File: src/shared/sscf_pkg.sv
// sscf_pkg: constants, register map and carrier types of the sync/crc framer.
// assumes one 125 MHz core clock; the serializer word clock arrives asynchronously.
`default_nettype none
package sscf_pkg;
  localparam int unsigned  LANES      = 8;
  localparam int unsigned  PW         = 10;        // pixel / word width
  localparam int unsigned  GRP_PIX    = 32;        // widest pixel group (two 16-pixel units)
  localparam int unsigned  CLK_MHZ    = 125;

  // register map (word addresses of the register port)
  localparam logic [7:0]   ADR_TRAIN  = 8'h82;
  localparam logic [7:0]   ADR_SYNCID = 8'h83;
  localparam logic [7:0]   ADR_BLACK  = 8'h84;
  localparam logic [7:0]   ADR_IMAGE  = 8'h85;
  localparam logic [7:0]   ADR_CHECK  = 8'h86;
  localparam logic [7:0]   ADR_TRCLS  = 8'h87;
  localparam logic [7:0]   ADR_CTRL   = 8'h88;
  localparam logic [7:0]   ADR_STAT   = 8'h89;
  localparam logic [7:0]   ADR_IDENT  = 8'h8A;

  localparam logic [9:0]   RST_TRAIN  = 10'h3A6;
  localparam logic [6:0]   RST_SYNCID = 7'h2A;
  localparam logic [9:0]   RST_BLACK  = 10'h015;
  localparam logic [9:0]   RST_IMAGE  = 10'h035;
  localparam logic [9:0]   RST_CHECK  = 10'h059;
  localparam logic [9:0]   RST_TRCLS  = 10'h3A6;
  localparam logic [3:0]   RST_CTRL   = 4'h0;
  localparam logic [9:0]   IDENT_VAL  = 10'h1C3;   // arbitrary value, names no part

  // control register fields
  localparam int unsigned  CTL_EIGHT  = 0;
  localparam int unsigned  CTL_SUB    = 1;
  localparam int unsigned  CTL_COLOR  = 2;
  localparam int unsigned  CTL_SEED   = 3;

  // boundary type codes, top three bits of a sync word
  localparam logic [2:0]   TYP_FRAME_BEGIN  = 3'h5;
  localparam logic [2:0]   TYP_FRAME_FINISH = 3'h6;
  localparam logic [2:0]   TYP_LINE_BEGIN   = 3'h1;
  localparam logic [2:0]   TYP_LINE_FINISH  = 3'h2;

  // check code generators, leading term implied
  localparam logic [9:0]   CRC10_POLY = 10'h24F;
  localparam logic [7:0]   CRC8_POLY  = 8'h4D;

  typedef enum {ST_IDLE, ST_BEGIN, ST_BEGIN_ID, ST_DATA, ST_FINISH, ST_FINISH_ID, ST_CHECK}
    sscf_state_e;

  typedef struct packed {
    logic       first;     // first line of the window: frame begin code
    logic       last;      // last line: frame finish code
    logic       dark;      // dark pixel line
    logic [7:0] win_act;   // active readout windows on this line
    logic [8:0] groups;    // pixel groups in the line
  } sscf_line_s;

  typedef struct packed {
    logic                         odd;  // odd positioned kernel pair
    logic [GRP_PIX-1:0][PW-1:0]   px;   // pixel 0 in the low slot
  } sscf_group_s;

  typedef logic [LANES-1:0][PW-1:0] sscf_lanes_t;
endpackage
`default_nettype wire

File: src/logic/sscf_framer.sv
// sscf_framer: sync channel words, lane training, per-lane check codes, pixel order.
// assumes line and pixel requests from same-clock logic; word clock from the serializer.
`timescale 1ns/100ps
`default_nettype none
module sscf_framer
  import sscf_pkg::*;
(
  input  wire logic        clk,           // core clock
  input  wire logic        rst,           // async reset, high
  input  wire logic        word_clk,      // serializer word clock, asynchronous
  input  wire logic        reg_wr,        // register write strobe
  input  wire logic        reg_rd,        // register read strobe
  input  wire logic [7:0]  reg_addr,      // register address
  input  wire logic [9:0]  reg_wdata,     // register write data
  output logic      [9:0]  reg_rdata,     // register read data
  input  wire logic        line_req,      // a line is waiting
  input  wire sscf_line_s  line_info,     // its description
  output logic             line_ack,      // line taken, one cycle
  input  wire logic        pix_valid,     // a pixel group is waiting
  input  wire sscf_group_s pix_group,     // the group
  output logic             pix_ready,     // group taken, one cycle
  output sscf_lanes_t      lane_word,     // data lane words
  output logic      [9:0]  sync_word,     // sync lane word
  output logic             word_stb       // new words presented, one cycle
);
  logic [9:0]  train_ff, black_ff, image_ff, check_ff, trcls_ff;
  logic [6:0]  syncid_ff;
  logic [3:0]  ctrl_ff;
  logic [2:0]  wclk_ff;
  logic        tick;
  sscf_state_e st_ff;
  sscf_line_s  line_ff;
  sscf_group_s grp_ff;
  logic        word_idx_ff;
  logic [8:0]  left_ff;
  logic [9:0]  crc_ff [LANES];
  logic        eight, sub, color;
  logic [2:0]  win_id;
  logic [9:0]  seed, trn_w, cls_dark, cls_img, cls_chk, cls_tr, code_w, id_w;
  logic        last_word;

  // registers
  always_ff @(posedge clk or posedge rst) begin
    if (rst) begin
      train_ff  <= RST_TRAIN;
      syncid_ff <= RST_SYNCID;
      black_ff  <= RST_BLACK;
      image_ff  <= RST_IMAGE;
      check_ff  <= RST_CHECK;
      trcls_ff  <= RST_TRCLS;
      ctrl_ff   <= RST_CTRL;
    end else if (reg_wr) begin
      case (reg_addr)
        ADR_TRAIN:  train_ff  <= reg_wdata;
        ADR_SYNCID: syncid_ff <= reg_wdata[6:0];
        ADR_BLACK:  black_ff  <= reg_wdata;
        ADR_IMAGE:  image_ff  <= reg_wdata;
        ADR_CHECK:  check_ff  <= reg_wdata;
        ADR_TRCLS:  trcls_ff  <= reg_wdata;
        ADR_CTRL:   ctrl_ff   <= reg_wdata[3:0];
        default: ;
      endcase
    end
  end

  always_ff @(posedge clk or posedge rst) begin
    if (rst) begin
      reg_rdata <= 10'h000;
    end else if (reg_rd) begin
      case (reg_addr)
        ADR_TRAIN:  reg_rdata <= train_ff;
        ADR_SYNCID: reg_rdata <= {3'h0, syncid_ff};
        ADR_BLACK:  reg_rdata <= black_ff;
        ADR_IMAGE:  reg_rdata <= image_ff;
        ADR_CHECK:  reg_rdata <= check_ff;
        ADR_TRCLS:  reg_rdata <= trcls_ff;
        ADR_CTRL:   reg_rdata <= {6'h00, ctrl_ff};
        ADR_STAT:   reg_rdata <= {left_ff, st_ff != ST_IDLE};
        ADR_IDENT:  reg_rdata <= IDENT_VAL;
        default:    reg_rdata <= 10'h000;
      endcase
    end
  end

  // word clock: two stages before use, third only for the edge
  always_ff @(posedge clk or posedge rst) begin
    if (rst) begin
      wclk_ff <= 3'h0;
    end else begin
      wclk_ff <= {wclk_ff[1:0], word_clk};
    end
  end
  assign tick = wclk_ff[1] & ~wclk_ff[2];

  assign eight = ctrl_ff[CTL_EIGHT];
  assign sub   = ctrl_ff[CTL_SUB];
  assign color = ctrl_ff[CTL_COLOR];

  // highest active window wins; same choice in both word modes
  function automatic logic [2:0] top_win(input logic [7:0] act);
    logic [2:0] id;
    id = 3'h0;
    for (int i = 0; i < 8; i++) begin
      if (act[i]) id = 3'(i);
    end
    return id;
  endfunction
  assign win_id = top_win(line_ff.win_act);

  // mode dependent words; the 8-bit forms drop the two low register bits
  function automatic logic [9:0] narrow(input logic [9:0] r, input logic e);
    return e ? {2'h0, r[9:2]} : r;
  endfunction
  assign trn_w    = narrow(train_ff, eight);
  assign cls_dark = narrow(black_ff, eight);
  assign cls_img  = narrow(image_ff, eight);
  assign cls_chk  = narrow(check_ff, eight);
  assign cls_tr   = narrow(trcls_ff, eight);

  always_comb begin
    logic [2:0] typ;
    typ = 3'h0;
    if (st_ff == ST_IDLE || st_ff == ST_BEGIN) begin
      typ = line_ff.first ? TYP_FRAME_BEGIN : TYP_LINE_BEGIN;
    end else begin
      typ = line_ff.last ? TYP_FRAME_FINISH : TYP_LINE_FINISH;
    end
    if (eight) begin
      code_w = {2'h0, typ, syncid_ff[6:2]};
      id_w   = {5'h00, win_id, 2'h0};
    end else begin
      code_w = {typ, syncid_ff};
      id_w   = {7'h00, win_id};
    end
  end

  assign seed = ctrl_ff[CTL_SEED] ? (eight ? 10'h0FF : 10'h3FF) : 10'h000;

  // one word step of a lane's check code, msb first
  function automatic logic [9:0] crc_next(input logic [9:0] c_in, input logic [9:0] d,
                                          input logic e);
    logic [9:0] c;
    logic       fb;
    c  = c_in;
    fb = 1'b0;
    for (int i = 9; i >= 0; i--) begin
      if (e) begin
        if (i < 8) begin
          fb = d[i] ^ c[7];
          c  = {2'h0, c[6:0], 1'b0} ^ (fb ? {2'h0, CRC8_POLY} : 10'h000);
        end
      end else begin
        fb = d[i] ^ c[9];
        c  = {c[8:0], 1'b0} ^ (fb ? CRC10_POLY : 10'h000);
      end
    end
    return c;
  endfunction

  // position inside the 32-pixel group for lane c, word w
  function automatic logic [4:0] pix_idx(input logic [2:0] c, input logic w, input logic s,
                                         input logic col, input logic odd);
    if (s && col) begin
      return {1'b0, c[2:1], 1'b0, c[0]};
    end else if (s) begin
      return {c, w, 1'b0};
    end else if (odd) begin
      return 5'h0F - {1'b0, c, w};
    end
    return {1'b0, c, w};
  endfunction

  // colour subsampling gives one word per group, the others two
  assign last_word = (sub && color) ? 1'b1 : word_idx_ff;

  // sequencer
  always_ff @(posedge clk or posedge rst) begin
    if (rst) begin
      st_ff       <= ST_IDLE;
      line_ff     <= '0;
      left_ff     <= 9'h000;
      word_idx_ff <= 1'b0;
      line_ack    <= 1'b0;
      pix_ready   <= 1'b0;
      grp_ff      <= '0;
    end else begin
      line_ack  <= 1'b0;
      pix_ready <= 1'b0;
      if (tick) begin
        case (st_ff)
          ST_IDLE: begin
            if (line_req) begin
              line_ff  <= line_info;
              left_ff  <= line_info.groups;
              line_ack <= 1'b1;
              st_ff    <= ST_BEGIN;
            end
          end
          ST_BEGIN:    st_ff <= ST_BEGIN_ID;
          ST_BEGIN_ID: begin
            word_idx_ff <= 1'b0;
            st_ff       <= (left_ff == 9'h000) ? ST_FINISH : ST_DATA;
          end
          ST_DATA: begin
            if (word_idx_ff || pix_valid) begin
              if (!word_idx_ff) begin
                grp_ff    <= pix_group;
                pix_ready <= 1'b1;
              end
              if (last_word) begin
                word_idx_ff <= 1'b0;
                left_ff     <= left_ff - 9'h001;
                if (left_ff == 9'h001) st_ff <= ST_FINISH;
              end else begin
                word_idx_ff <= 1'b1;
              end
            end
          end
          ST_FINISH:    st_ff <= ST_FINISH_ID;
          ST_FINISH_ID: st_ff <= ST_CHECK;
          ST_CHECK:     st_ff <= ST_IDLE;
          default:      st_ff <= ST_IDLE;
        endcase
      end
    end
  end

  // lanes and check codes in one generate slice per lane, then the sync word
  sscf_group_s cur_grp;
  logic        data_now;
  assign cur_grp  = word_idx_ff ? grp_ff : pix_group;
  assign data_now = (st_ff == ST_DATA) && (word_idx_ff || pix_valid);

  for (genvar g = 0; g < LANES; g++) begin : g_lane
    logic [9:0] pix_w;
    always_comb begin
      pix_w = cur_grp.px[pix_idx(3'(g), word_idx_ff, sub, color, cur_grp.odd)];
      if (eight) pix_w = {2'h0, pix_w[9:2]};
    end
    always_ff @(posedge clk or posedge rst) begin
      if (rst) begin
        crc_ff[g]    <= 10'h000;
        lane_word[g] <= RST_TRAIN;
      end else if (tick) begin
        if (st_ff == ST_BEGIN) begin
          crc_ff[g] <= seed;
        end else if (data_now) begin
          crc_ff[g] <= crc_next(crc_ff[g], pix_w, eight);
        end
        if (data_now) begin
          lane_word[g] <= pix_w;
        end else if (st_ff == ST_CHECK) begin
          lane_word[g] <= crc_ff[g];
        end else begin
          lane_word[g] <= trn_w;
        end
      end
    end
  end

  always_ff @(posedge clk or posedge rst) begin
    if (rst) begin
      sync_word <= RST_TRCLS;
      word_stb  <= 1'b0;
    end else begin
      word_stb <= tick;
      if (tick) begin
        case (st_ff)
          ST_BEGIN, ST_FINISH:       sync_word <= code_w;
          ST_BEGIN_ID, ST_FINISH_ID: sync_word <= id_w;
          ST_CHECK:                  sync_word <= cls_chk;
          ST_DATA: begin
            if (data_now) sync_word <= line_ff.dark ? cls_dark : cls_img;
            else          sync_word <= cls_tr;
          end
          default:                   sync_word <= cls_tr;
        endcase
      end
    end
  end
endmodule
`default_nettype wire

File: config.mk
export PLATFORM = sky130hd
export DESIGN_NAME = sscf_framer
export DESIGN_NICKNAME = d
export VERILOG_FILES = /design/src/shared/sscf_pkg.sv /design/src/logic/sscf_framer.sv
export SDC_FILE = /design/constraint.sdc
export NUM_CORES = 2
export LEC_CHECK = 0
export BUFFER_PORTS_ARGS = -buffer_cell sky130_fd_sc_hd__buf_2
export CORE_MARGIN = 8
export CORE_UTILIZATION = 55
export DETAILED_ROUTE_END_ITERATION = 16
export GPL_TIMING_DRIVEN = 1
export PLACE_DENSITY = 0.77
export SYNTH_ARGS = -nofsm -noshare
export SYNTH_HDL_FRONTEND = slang
export SYNTH_SLANG_ARGS = --single-unit
export TNS_END_PERCENT = 5
File: constraint.sdc
create_clock -name clk -period 39 [get_ports clk]
set_input_delay 7.8 -clock clk [delete_from_list [all_inputs] [get_ports clk]]
set_output_delay 7.8 -clock clk [all_outputs]
set_load 0.01 [all_outputs]
==> impl.org <==
** Clocking
- Once the clock tree was built, the resizer swapped 0 gates to a different size.
- Hold repair after CTS inserted 0 buffers.
- Insertion delay to the later sink of the worst-skew pair :: 0.66 ns
- Clock-pin slew was measured on the worst setup and hold paths at 0.06 ns.
- Buffers added to address setup during post-CTS repair amount to 0.
- TritonCTS clock tree :: built
- CTS built an H-tree with a depth of 2.
- Clock Path Buffers :: 3
- Total clock buffers created by CTS :: 56
- The root buffer cell chosen for the clock tree is clkbuf_16.
- CTS Sinks :: 490

** Worst hold path
- Min-Delay Path Depth :: 0
- The worst hold path terminates at wclk_ff[1].
- Path class of the lowest-slack min-delay path :: reg2reg
- In this run the most critical hold path is launched from wclk_ff[0].

** Yosys
- Fraction of the yosys area taken by sequential cells :: 0.309
- Averaged over all synthesized cells, the footprint is 9.13 µm².
- Cell type contributing the most total cell area after synthesis :: dfrtp_1
- Counting distinct cell types in the post-synthesis netlist gives 117.
- The Yosys step of the flow raised 0 warnings.
- Syn_nets :: 4744
- Post-synth top area share :: 0.257
- Netlist area before placement :: 40000 µm²
- In this run, synthesis inferred 0 flip-flops with an integrated enable.
- Post-synthesis sequential element count :: 490
- Post-synth ARST share :: 1.00
- After synthesis, the cell types taking the most area are dfrtp_1 26%, xnor2_1 9.8%, mux2_2 7.1%, mux2i_1 6.4%, nand2_1 5.3%.
- The cell count after synthesis came out at 4376.
- Among all flip-flop cells after synthesis, the most frequent one is dfrtp_1.

** STA
- Min cycle time layout :: 13.67 ns
- Worst hold-check slack :: 0.348 ns
- Max-slew headroom at the worst pin :: 0.141
- In the finished design, the share of the clock period the worst path needs comes to 0.351.
- Final Hold Vio Count :: 0
- Setup violations remaining at the end of the flow were counted as 0.
- Setup repair after global routing missed its margin :: no
- For the pin with the worst max-slew slack, the measured transition is 1.28 ns.
- Timing would allow up to 0.0731 GHz.
- Max-slew violation count :: 0
- Setup total negative slack on the finished layout was measured at 0 ns.
- Clock skew :: 0.0461 ns

** Routing
- For this run, design rule violations remaining after detail routing come to 0.
- Initial drt markers :: 4626
- Detailed-route vias per instance :: 6.48
- After detailed routing, the average wire length per cell comes to 26.9 µm.
- Number of vias in the routed layout :: 36300
- After detailed routing, the total wire length is 150000 µm.
- The first TritonRoute pass finished after 8 iterations.
- Number of antenna-violating nets in the routed design :: 0

** Final layout
- After the last flow step, the layout net total stands at 4942.
- Final Non-Filler Cells :: 5596
- The library cells used most frequently in the layout, excluding fill and tap cells, are 566 x nand2_1, 446 x xnor2_1, 406 x dfrtp_1.
- After routing the design area is 44400 µm².
- Leading cell type in the layout, fill and taps excluded :: nand2_1
- Post-synthesis to final-layout area growth :: 11.1%
- In the final layout, the share of cells above drive strength 1 is 0.233.
- Max reg flops :: 220
- The largest registers in the layout are grp_ff: 220 flops, crc_ff: 80 flops, lane_word: 80 flops.
- Counting flops per register, the top entry is grp_ff.

** Worst setup path
- Across all register-to-register paths, the minimum setup slack is 31.12 ns.
- Critical path's slowest cell :: a211oi_1
- Worst r2r src :: word_idx_ff
- Data on the critical path arrives at its endpoint at 14.18 ns.
- Along the worst path, the maximum fanout reaches 38.
- Crit Reg-Reg Endpoint :: crc_ff[36]
- The critical path in this run is classified as in2reg.
- For this run, the slowest stage of the critical path takes 0.71 ns.
- Worst Path Required :: 39.51 ns
- The worst setup path is launched from an input pin.
- Traced cell by cell, the critical path runs through buf_2, mux2i_4, buf_4, buf_4, o21ai_2, buf_4, a211oi_1, o21ai_0, a221oi_2, xor2_1, xnor2_2, mux2_2, a21oi_1, xor2_1, xor3_1, nor2_1, xnor2_1, mux2i_1, xor2_1, a21oi_1.
- The most critical setup path has its startpoint at pix_group[320].
- Cell count of the worst reg-to-reg path :: 16
- The worst setup path is captured at a flip-flop.

** Global routing
- Overall overflow remaining after global route :: 0
- Vias in the first global route :: 35200
- Initial antenna violation count :: 16
- Entering global routing, the biggest net connects 164 pins.
- In the global route stage, overall resource usage came out at 0.354.
- The first global-routing pass estimated 223000 µm of wire.

** Floorplan
- The initialized floorplan defines 99 standard-cell rows.
- The die covers 81500 µm².
- Measured along the y axis, the die boundary spans 286 µm.
- Die Wd :: 286 µm
- Pin placement for this block handled 469 I/O pins.
- Initial Util :: 0.552
- The total area inside the core boundary comes to 72500 µm².

** Placed design
- After detailed placement, the total cell area comes to 42500 µm².
- Routability-driven placement finished with a final weighted congestion of 1.03.
- Half-perimeter wire length after detailed placement :: 110000 µm
- Port buffering added 404 buffers.
- Once placement completed, the tool counted placed cells totaling 5475.

** Status
- Outcome :: finished clean

** Run
- Max Cap Violations :: 0
## how the worst max path moves through the flow
stage	endpoint	cells past startpoint
3_5_place_dp	crc_ff[36]	18
2_1_floorplan	black_ff[1]	1
3_3_place_gp	crc_ff[23]	19
5_1_grt	crc_ff[23]	19
6_report	crc_ff[12]	20
4_1_cts	crc_ff[36]	18
## worst max-delay path, delay by kind of cell
kind	cells	cell delay, ns
AND/OR/NAND/NOR	1	0.17
AO/OA/AOI/OAI	6	2.16
multiplexers	3	0.98
XOR/XNOR	6	1.69
buffers and inverters	4	1.34
## through the flow
step                worst slack (ns)  utilization
detailed placement             24.97        0.586
floorplan                      17.66            -
global route                   25.26        0.612
finish                         25.33        0.613
global placement               25.02        0.586
CTS                            25.59        0.612
## layout make-up
class | instances | area [µm²]
Tap cell | 959 | 1200
Multi-Input combinational cell | 3484 | 26000
Antenna cell | 16 | 40.0
Clock buffer | 78 | 1590
Timing Repair Buffer | 489 | 2690
Inverter | 53 | 211
Sequential cell | 490 | 12400
Clock inverter | 27 | 297
Fill cell | 6185 | 28100
## synthesized netlist by cell type (23+ instances only)
cell type  count
a211oi_1      44
a21o_1        37
a21oi_1      278
a31oi_1       27
and3_1        25
buf_1         32
buf_2         50
buf_4         23
clkbuf_1     227
dfrtp_1      410
dfstp_2       80
inv_1         49
mux2_2       251
mux2i_1      257
mux4_2        51
nand2_1      568
nand3_1       51
nor2_1       260
nor3_1        37
o211ai_1      73
o21ai_0      298
o21ai_1       53
o221ai_1      25
o31ai_1       45
xnor2_1      446
xnor3_1       44
xor2_1       176
## cell families after synthesis
group	Yosys count	synth area share
compound gates	1142	0.186
xor+xnor	694	0.175
fa+ha+maj	2	0.000626
buf+inv	402	0.0447
flops	490	0.309
mux	570	0.168
simple gates	1076	0.116
## routing by layer
layer	GRT usage	vias to the layer above	part of all wire
li1	-	16000	-
met5	0	-	0.00090
met2	0.543	2196	0.44
met3	0.0870	616	0.11
met1	0.435	17400	0.36
met4	0.251	4	0.086
Power is not shown: default switching activity piles up to over one toggle a cycle in this logic, so the estimate is an artifact.
